File: src/sorc_map.svh
// constants: timing counts, encodings and reset values of the safety output restart control
`ifndef SORC_MAP_SVH
`define SORC_MAP_SVH
`define SORC_CLK_HZ         50000000
`define SORC_DELAY_MIN_S    2
`define SORC_DELAY_MAX_S    60
`define SORC_FB_WAIT_MS     100
`define SORC_FB_WAIT_CYC    ((`SORC_CLK_HZ / 1000) * `SORC_FB_WAIT_MS)
`define SORC_ERR_NONE       8'h00
`define SORC_ERR_LOCKOUT    8'he1
`define SORC_ERR_CONTACTOR  8'he2
`define SORC_ERR_SELECT     8'he3
`endif

File: src/sorc_pkg.sv
// package: types of the safety output restart control
package sorc_pkg;
   typedef enum logic [1:0] {
      SORC_RST_NONE      = 2'h0,
      SORC_RST_DELAY     = 2'h1,
      SORC_RST_INTERLOCK = 2'h2
   } sorc_restart_t;

   typedef enum logic [3:0] {
      SORC_ON     = 4'b0001,
      SORC_OFF    = 4'b0010,
      SORC_WAIT   = 4'b0100,
      SORC_LOCK   = 4'b1000
   } sorc_state_t;

   typedef struct packed {
      logic a1;
      logic a2;
      logic b1;
      logic b2;
   } sorc_lines_t;

   typedef struct packed {
      logic output_active;
      logic pf1_clear;
      logic pf2_clear;
      logic sim_pf1_clear;
      logic sim_pf2_clear;
      logic wf_clear;
      logic sim_wf_clear;
   } sorc_link_t;
endpackage

File: src/sorc_top.sv
// design: one-hot case decode, output pair switching, feedback monitor, restart control
`timescale 1ns/1ns
`default_nettype none
`include "sorc_map.svh"
module sorc_top #(
   parameter int DELAY_S    = 2,
   parameter int CLK_HZ     = `SORC_CLK_HZ,
   parameter int FB_WAIT    = `SORC_FB_WAIT_CYC
) (
   // clock and reset
   input  wire  logic               clk,
   input  wire  logic               rst_n,
   // pins from outside
   input  wire  sorc_pkg::sorc_lines_t case_lines,
   input  wire  logic               reset_switch,
   input  wire  logic               contactor_fb,
   // field status from the measurement core, 1 = infringed; field_evaluated 1 = evaluated
   input  wire  logic               pf1_hit,
   input  wire  logic               pf2_hit,
   input  wire  logic               sim_pf1_hit,
   input  wire  logic               sim_pf2_hit,
   input  wire  logic               wf_hit,
   input  wire  logic               sim_wf_hit,
   input  wire  logic [3:0]         field_evaluated,
   // configuration
   input  wire  sorc_pkg::sorc_restart_t restart_mode,
   input  wire  logic               internal_outputs,
   input  wire  logic               dual_pf_mode,
   input  wire  logic               unalloc_infringed,
   input  wire  logic               fb_monitor_en,
   input  wire  logic               config_reset,
   // outputs
   output logic                     safety_output_pair,
   output sorc_pkg::sorc_link_t     safety_link,
   output logic [2:0]               case_sel,
   output logic                     case_error,
   output logic                     reset_lamp,
   output logic                     fault_lamp,
   output logic [7:0]               error_code
);
   import sorc_pkg::*;

   localparam longint DELAY_CYC = longint'(DELAY_S) * longint'(CLK_HZ);

   initial begin
      if (DELAY_S < `SORC_DELAY_MIN_S || DELAY_S > `SORC_DELAY_MAX_S)
         $error("restart delay out of range");
      if (FB_WAIT < 1)
         $error("feedback wait must be at least one cycle");
   end

   ////////////////////////////////////////////////////////////////////////////////
   // reset release through two flip-flops
   logic rst_q1;
   logic rst_sync_n;
   always_ff @(posedge clk or negedge rst_n)
   begin
      if (!rst_n)
      begin
         rst_q1     <= 1'b0;
         rst_sync_n <= 1'b0;
      end
      else
      begin
         rst_q1     <= 1'b1;
         rst_sync_n <= rst_q1;
      end
   end

   ////////////////////////////////////////////////////////////////////////////////
   // three-stage synchronisers for pins; a change counts once stages 2 and 3 agree
   logic [5:0] pin_raw;
   logic [5:0] s1;
   logic [5:0] s2;
   logic [5:0] s3;
   logic [5:0] pin_f;
   logic [5:0] next_pin_f;
   assign pin_raw = {case_lines, reset_switch, contactor_fb};
   genvar g;
   generate
      for (g = 0; g < 6; g++)
      begin : g_sync
         assign next_pin_f[g] = (s2[g] == s3[g]) ? s3[g] : pin_f[g];
      end
   endgenerate
   always_ff @(posedge clk or negedge rst_sync_n)
   begin
      if (!rst_sync_n)
      begin
         s1    <= 6'h00;
         s2    <= 6'h00;
         s3    <= 6'h00;
         pin_f <= 6'h00;
      end
      else
      begin
         s1    <= pin_raw;
         s2    <= s1;
         s3    <= s2;
         pin_f <= next_pin_f;
      end
   end
   sorc_lines_t lines_f;
   logic        rst_sw;
   logic        fb_f;
   assign lines_f = pin_f[5:2];
   assign rst_sw  = pin_f[1];
   assign fb_f    = pin_f[0];

   ////////////////////////////////////////////////////////////////////////////////
   // one-hot case decode
   logic [2:0] next_case_sel;
   logic       next_case_error;
   always_comb
   begin
      next_case_sel   = 3'h0;
      next_case_error = 1'b0;
      unique case (lines_f)
         4'b1000: next_case_sel = 3'h1;
         4'b0100: next_case_sel = 3'h2;
         4'b0010: next_case_sel = 3'h3;
         4'b0001: next_case_sel = 3'h4;
         default: next_case_error = 1'b1;
      endcase
   end

   ////////////////////////////////////////////////////////////////////////////////
   // field status mapping: clear is 1, non-evaluated per option
   logic [3:0] pf_hit;
   logic [3:0] pf_clear;
   assign pf_hit = {pf1_hit, pf2_hit, sim_pf1_hit, sim_pf2_hit};
   generate
      for (g = 0; g < 4; g++)
      begin : g_pf
         // evaluated fields report their own clear status, others follow the option
         assign pf_clear[g] = field_evaluated[g] ? ~pf_hit[g]
                                                 : ~unalloc_infringed;
      end
   endgenerate

   // active protective field for the own outputs; simultaneous field 2 excluded in dual mode
   logic active_hit;
   always_comb
   begin
      active_hit = pf1_hit;
      if (!dual_pf_mode)
         active_hit = pf1_hit | sim_pf2_hit;
   end

   ////////////////////////////////////////////////////////////////////////////////
   // restart state machine
   sorc_state_t state;
   sorc_state_t next_state;
   longint      cnt;
   longint      next_cnt;
   logic        fb_fault;
   logic        next_fb_fault;
   logic        rst_sw_q;
   logic        rst_press;
   assign rst_press = rst_sw & ~rst_sw_q;
   always_comb
   begin
      next_state    = state;
      next_cnt      = cnt;
      next_fb_fault = fb_fault;
      unique case (state)
         SORC_ON:
         begin
            if (active_hit)
            begin
               next_state = SORC_OFF;
               next_cnt   = 0;
            end
         end
         SORC_OFF:
         begin
            // contactors must release after the trip
            next_cnt = (cnt < FB_WAIT) ? cnt + 1 : cnt;
            if (fb_monitor_en && cnt >= FB_WAIT && !fb_f)
            begin
               if (restart_mode == SORC_RST_INTERLOCK)
                  next_fb_fault = 1'b1;
               else
                  next_state = SORC_LOCK;
            end
            else if (!active_hit && (!fb_monitor_en || fb_f) && !fb_fault)
            begin
               unique case (restart_mode)
                  SORC_RST_DELAY:     begin next_state = SORC_WAIT; next_cnt = 0; end
                  SORC_RST_INTERLOCK: next_state = SORC_WAIT;
                  default:            next_state = SORC_ON;
               endcase
            end
            // reset press with clear field and released contactors clears a contactor fault and restarts
            if (fb_fault && rst_press && !active_hit && (!fb_monitor_en || fb_f))
            begin
               next_fb_fault = 1'b0;
               next_state    = SORC_ON;
            end
         end
         SORC_WAIT:
         begin
            next_cnt = cnt + 1;
            if (active_hit)
            begin
               next_state = SORC_OFF;
               next_cnt   = 0;
            end
            else if (fb_monitor_en && !fb_f)
               next_state = SORC_OFF;
            else if (restart_mode == SORC_RST_DELAY && cnt >= DELAY_CYC - 1)
               next_state = SORC_ON;
            else if (restart_mode == SORC_RST_INTERLOCK && rst_press)
               next_state = SORC_ON;
            else if (restart_mode == SORC_RST_NONE)
               next_state = SORC_ON;
         end
         SORC_LOCK:
         begin
            if (config_reset)
            begin
               next_state = SORC_OFF;
               next_cnt   = 0; // fresh feedback wait, no stale expiry
            end
         end
         default: next_state = SORC_LOCK;
      endcase
   end

   // output and link values, all registered
   logic       next_out;
   sorc_link_t next_link;
   logic [7:0] next_code;
   always_comb
   begin
      next_out = (next_state == SORC_ON) && internal_outputs;
      next_link.output_active = internal_outputs ? next_out : 1'b1;
      {next_link.pf1_clear, next_link.pf2_clear,
       next_link.sim_pf1_clear, next_link.sim_pf2_clear} = pf_clear;
      next_link.wf_clear      = ~wf_hit;
      next_link.sim_wf_clear  = ~sim_wf_hit;
      next_code = `SORC_ERR_NONE;
      if (next_state == SORC_LOCK)
         next_code = `SORC_ERR_LOCKOUT;
      else if (next_fb_fault)
         next_code = `SORC_ERR_CONTACTOR;
      else if (next_case_error)
         next_code = `SORC_ERR_SELECT;
   end

   always_ff @(posedge clk or negedge rst_sync_n)
   begin
      if (!rst_sync_n)
      begin
         state              <= SORC_OFF;
         cnt                <= 0;
         fb_fault           <= 1'b0;
         rst_sw_q           <= 1'b0;
         safety_output_pair <= 1'b0;
         safety_link        <= '0;
         case_sel           <= 3'h0;
         case_error         <= 1'b0;
         reset_lamp         <= 1'b0;
         fault_lamp         <= 1'b0;
         error_code         <= `SORC_ERR_NONE;
      end
      else
      begin
         state              <= next_state;
         cnt                <= next_cnt;
         fb_fault           <= next_fb_fault;
         rst_sw_q           <= rst_sw;
         safety_output_pair <= next_out;
         safety_link        <= next_link;
         case_sel           <= next_case_sel;
         case_error         <= next_case_error;
         reset_lamp         <= (next_state == SORC_WAIT) && (restart_mode == SORC_RST_INTERLOCK);
         fault_lamp         <= next_fb_fault | (next_state == SORC_LOCK);
         error_code         <= next_code;
      end
   end

   ////////////////////////////////////////////////////////////////////////////////
   // checks
   property p_hit_off;
      @(posedge clk) disable iff (!rst_sync_n) active_hit |=> !safety_output_pair;
   endproperty
   a_hit_off: assert property (p_hit_off) else $error("output on with field hit");

   property p_lock_off;
      @(posedge clk) disable iff (!rst_sync_n)
         (state == SORC_LOCK && !config_reset) |=> (state == SORC_LOCK) && !safety_output_pair;
   endproperty
   a_lock_off: assert property (p_lock_off) else $error("lock-out left without reset");

   property p_case_err;
      @(posedge clk) disable iff (!rst_sync_n) (lines_f == 4'h0) |=> case_error;
   endproperty
   a_case_err: assert property (p_case_err) else $error("missing selection error");

   property p_case_one;
      @(posedge clk) disable iff (!rst_sync_n) (lines_f == 4'b0010) |=> case_sel == 3'h3;
   endproperty
   a_case_one: assert property (p_case_one) else $error("wrong case decode");

   property p_link_active;
      @(posedge clk) disable iff (!rst_sync_n) !internal_outputs |=> safety_link.output_active;
   endproperty
   a_link_active: assert property (p_link_active) else $error("link output not active");

   property p_unalloc;
      @(posedge clk) disable iff (!rst_sync_n)
         (unalloc_infringed && !field_evaluated[3]) |=> !safety_link.pf1_clear;
   endproperty
   a_unalloc: assert property (p_unalloc) else $error("unallocated field not infringed");

   property p_interlock;
      @(posedge clk) disable iff (!rst_sync_n)
         (state == SORC_WAIT && restart_mode == SORC_RST_INTERLOCK && !rst_press)
            |=> state != SORC_ON;
   endproperty
   a_interlock: assert property (p_interlock) else $error("restart without reset switch");

   property p_dual;
      @(posedge clk) disable iff (!rst_sync_n)
         (dual_pf_mode && !pf1_hit && state == SORC_ON) |=> state == SORC_ON;
   endproperty
   a_dual: assert property (p_dual) else $error("field 2 tripped own outputs");
endmodule // sorc_top
`default_nettype wire

File: config.mk
export PLATFORM = sky130hd
export DESIGN_NAME = sorc_top
export DESIGN_NICKNAME = d
export VERILOG_FILES = /design/src/sorc_pkg.sv /design/src/sorc_top.sv
export VERILOG_INCLUDE_DIRS = /design/src
export SDC_FILE = /design/constraint.sdc
export NUM_CORES = 1
export LEC_CHECK = 0
export ABC_AREA = 1
export BUFFER_PORTS_ARGS = -buffer_cell sky130_fd_sc_hd__buf_2
export CORE_MARGIN = 1.5
export CORE_UTILIZATION = 35
export CTS_BUF_LIST = sky130_fd_sc_hd__clkbuf_8
export DETAILED_ROUTE_END_ITERATION = 12
export PLACE_DENSITY = 0.57
export SLEW_MARGIN = 20
export SYNTH_ARGS = -nofsm -noshare
export SYNTH_HDL_FRONTEND = slang
export SYNTH_SLANG_ARGS = --single-unit
File: constraint.sdc
create_clock -name clk -period 4.5 [get_ports clk]
set_input_delay 0.225 -clock clk [delete_from_list [all_inputs] [get_ports clk]]
set_output_delay 0.225 -clock clk [all_outputs]
set_load 0.005 [all_outputs]
==> out/metrics.yaml <==
cts_sinks: 113
num_vias: 7944
die_x_um: 152.4
endpoint_kind: "flip-flop"
postCtsSetupRepairBufs: 0
p_seq_share_pct: 28.8
place_area_mm2: 0.008238
portBuffers: 43
netlist_instances: 1179
ant_nets: 0
max_stage_delay_ns: 0.49
cts_resized: 0
cts_buffers: 17
syn-cell-area_mm2: 0.007816
ys_seq_area_share_pct: 36.19
slew_viol_final: 0
p_switching_uw: 3206
seqCellArea_mm2: 0.002833
synth_top_area_share_pct: 35.86
worst-path-max-fanout: 26
rows: 54
outcome: "finished, final reports clean"
fin_crit_sh_pct: 61.17
antenna_found_initial: 0
track_usage_pct: 22.14
htreeDepth: 4
clk_transition_reported_paths_ns: 0.09
crit_chain: "nor2_1 > nand3_2 > buf_4 > nand2_1 > nor3_1 > nor2_1 > nand2_2 > inv_1 > o21ai_1 > inv_1 > o21ai_0"
place.gp.congestion: 0.9415
peakVddDrop_mv: 0.5801
coreArea_mm2: 0.02189
grt_max_degree: 58
die_height_um: 152.4
cts_root_buffer: "clkbuf_8"
fin_area_mm2: 0.008817
yosysWarnings: 0
synth_area_leaders: "dfrtp_1 36%, nand2_1 17%, nand3_1 8.6%"
intPower_uw: 2724
worst_skew_pair.late_latency_ns: 0.47
fin_setup_tns_ns: 0
synthDistinctLibCells: 40
finalWirelength_um: 25420
yosysTopAreaCell: "dfrtp_1"
drtPass1Iterations: 5
hold_viol: 0
fill_cells: 2377
tightest_slew_ns: 0.8939
area_growth_pct: 12.81
combPwrFrac_pct: 53.9
grt_overflow: 0
crit_slowest_cell: "inv_1"
diodes: 0
io_pins: 47
switching_share_pct: 54.06
viasPerCell: 5.216
nets: 1260
avgSynthCellArea_um2: 6.630
fin_skew_ns: 0.01554
dp_hpwl_um: 18010
power_density_mw_per_mm2: 672.6
crit_arrival_ns: 3.08
wire_per_inst_um: 16.69
cts_tree: "done"
finalSetupViolCount: 0
multi_input_area_mm2: 0.004329
hp-class: "primary input to async pin"
required_ns: 4.83
grt_pass1_wl_um: 40770
die_area_mm2: 0.02324
period_needed_ns: 2.753
start_util_pct: 35.71
drt_iter0_markers: 794
cts_hold_buf: 18
drive_above_1_share_pct: 10.70
grt_pass1_vias: 7652
drc: 0
path_class: "flip-flop to flip-flop"
fmax_mhz: 363.3
rsz0062_at_grt: "false"
slew_headroom_pct: 39.95
clock_path_buffers: 2
drv_cap: 0
cp-start-kind: "flip-flop"
synth-seq-cells: 113
clkPwrFrac_pct: 17.3
leakage_uw: 0.003968
[power by group through the flow]
stage / clock network [µW] / logic (µW) / registers [µW]
4_1_cts: 1050 / 3210 / 1700
2_1_floorplan: 0 / 2590 / 1600
3_3_place_gp: 0 / 3140 / 1700
3_5_place_dp: 0 / 3180 / 1710
5_1_grt: 1090 / 3620 / 1750
6_report: 1030 / 3200 / 1710
[layer usage]
layer / GRT usage, % / up-vias / routed length, µm
li1: - / 3900 / -
met1: 30.59 / 3717 / 11630
met2: 34.84 / 291 / 11460
met3: 4.238 / 36 / 1757
met4: 7.234 / 0 / 575
met5: 0 / - / 0
[placed cells by master (no fill, tap or decap), types with 31 or more instances in the layout]
master	instances
buf_2	43
a21oi_1	31
inv_1	111
xor2_1	34
nand4_1	47
nand3_1	134
nand2_1	353
nor3_1	33
nor2_1	152
dfrtp_1	111
[cell usage after synthesis (all sizes together)]
library cell / n
a21oi: 31
o211ai: 12
mux2i: 3
a31oi: 1
ha: 5
dfstp: 1
clkbuf: 15
inv: 120
o22ai: 2
nor4: 2
xnor2: 1
buf: 24
nand4: 47
o31ai: 1
o21ai: 32
and2: 1
dfrtp: 112
conb: 2
nand2: 359
nand3: 137
or2: 33
nor2: 161
nor3: 36
maj3: 6
a31o: 1
xor2: 34
[critical path: cells and delay by family, from the launching register on]
kind | cells | cell delay, ns
AND/OR/NAND/NOR | 6 | 0.80
AO/OA/AOI/OAI | 2 | 0.30
buffers and inverters | 3 | 1.07
flip-flops | 1 | 0.43
[cell type report]
cell class	count	share of cell area, %
Multi-Input combinational cell	909	49.10
Sequential cell	113	32.13
Timing Repair Buffer	69	5.165
Inverter	120	5.109
Tap cell	280	3.973
Clock buffer	17	2.654
Clock inverter	15	1.873
[through the flow]
step / util [%] / std cells / hold WS, ns / total power, µW / setup WS [ns]
floorplan: - / 1181 / -0.07059 / 4188 / 1.121
global placement: 37.63 / 1473 / 0.01201 / 4842 / 1.866
detailed placement: 37.63 / 1473 / 0.01218 / 4889 / 1.813
CTS: 40.28 / 1523 / 0.03513 / 5955 / 1.800
global route: 40.28 / 1523 / 0.04713 / 6466 / 1.508
finish: 40.28 / 1523 / 0.06029 / 5930 / 1.747
[final timing paths]
check	cells after the start	slack, ns	start	end
worst max-delay path	11	1.75	state[2]	cnt[10]
worst min-delay path	2	0.06	rst_n	rst_sync_n
worst max register to register	11	1.75	state[2]	cnt[10]
worst min register to register	0	0.34	rst_sync_n	safety_link[1]
max in group asynchronous	1	3.19	rst_sync_n	state[1]
min in group clk	5	0.11	config_reset	state[1]
[flip-flops by register name (all words and copies together), names as in the netlist]
signal              flops
case_sel                3
rst_q1                  1
fb_fault                1
s2                      6
rst_sw_q                1
case_error              1
state                   4
error_code              3
rst_sync_n              1
s3                      6
pin_f                   6
s1                      6
reset_lamp              1
safety_output_pair      1
safety_link             7
cnt                    64
fault_lamp              1
[cells by family (layout without fill, tap and decap cells)]
logic type | count (synthesis) | count (layout) | synth area share, %
simple gates | 776 | 776 | 43.65
flops | 113 | 113 | 36.19
xor+xnor | 35 | 35 | 3.922
buf+inv | 159 | 221 | 8.548
other cells | 2 | 4 | 0.09608
fa+ha+maj | 11 | 11 | 1.569
mux | 3 | 3 | 0.3842
compound gates | 80 | 80 | 5.635
Note: power is estimated with default switching activity, not from simulation.
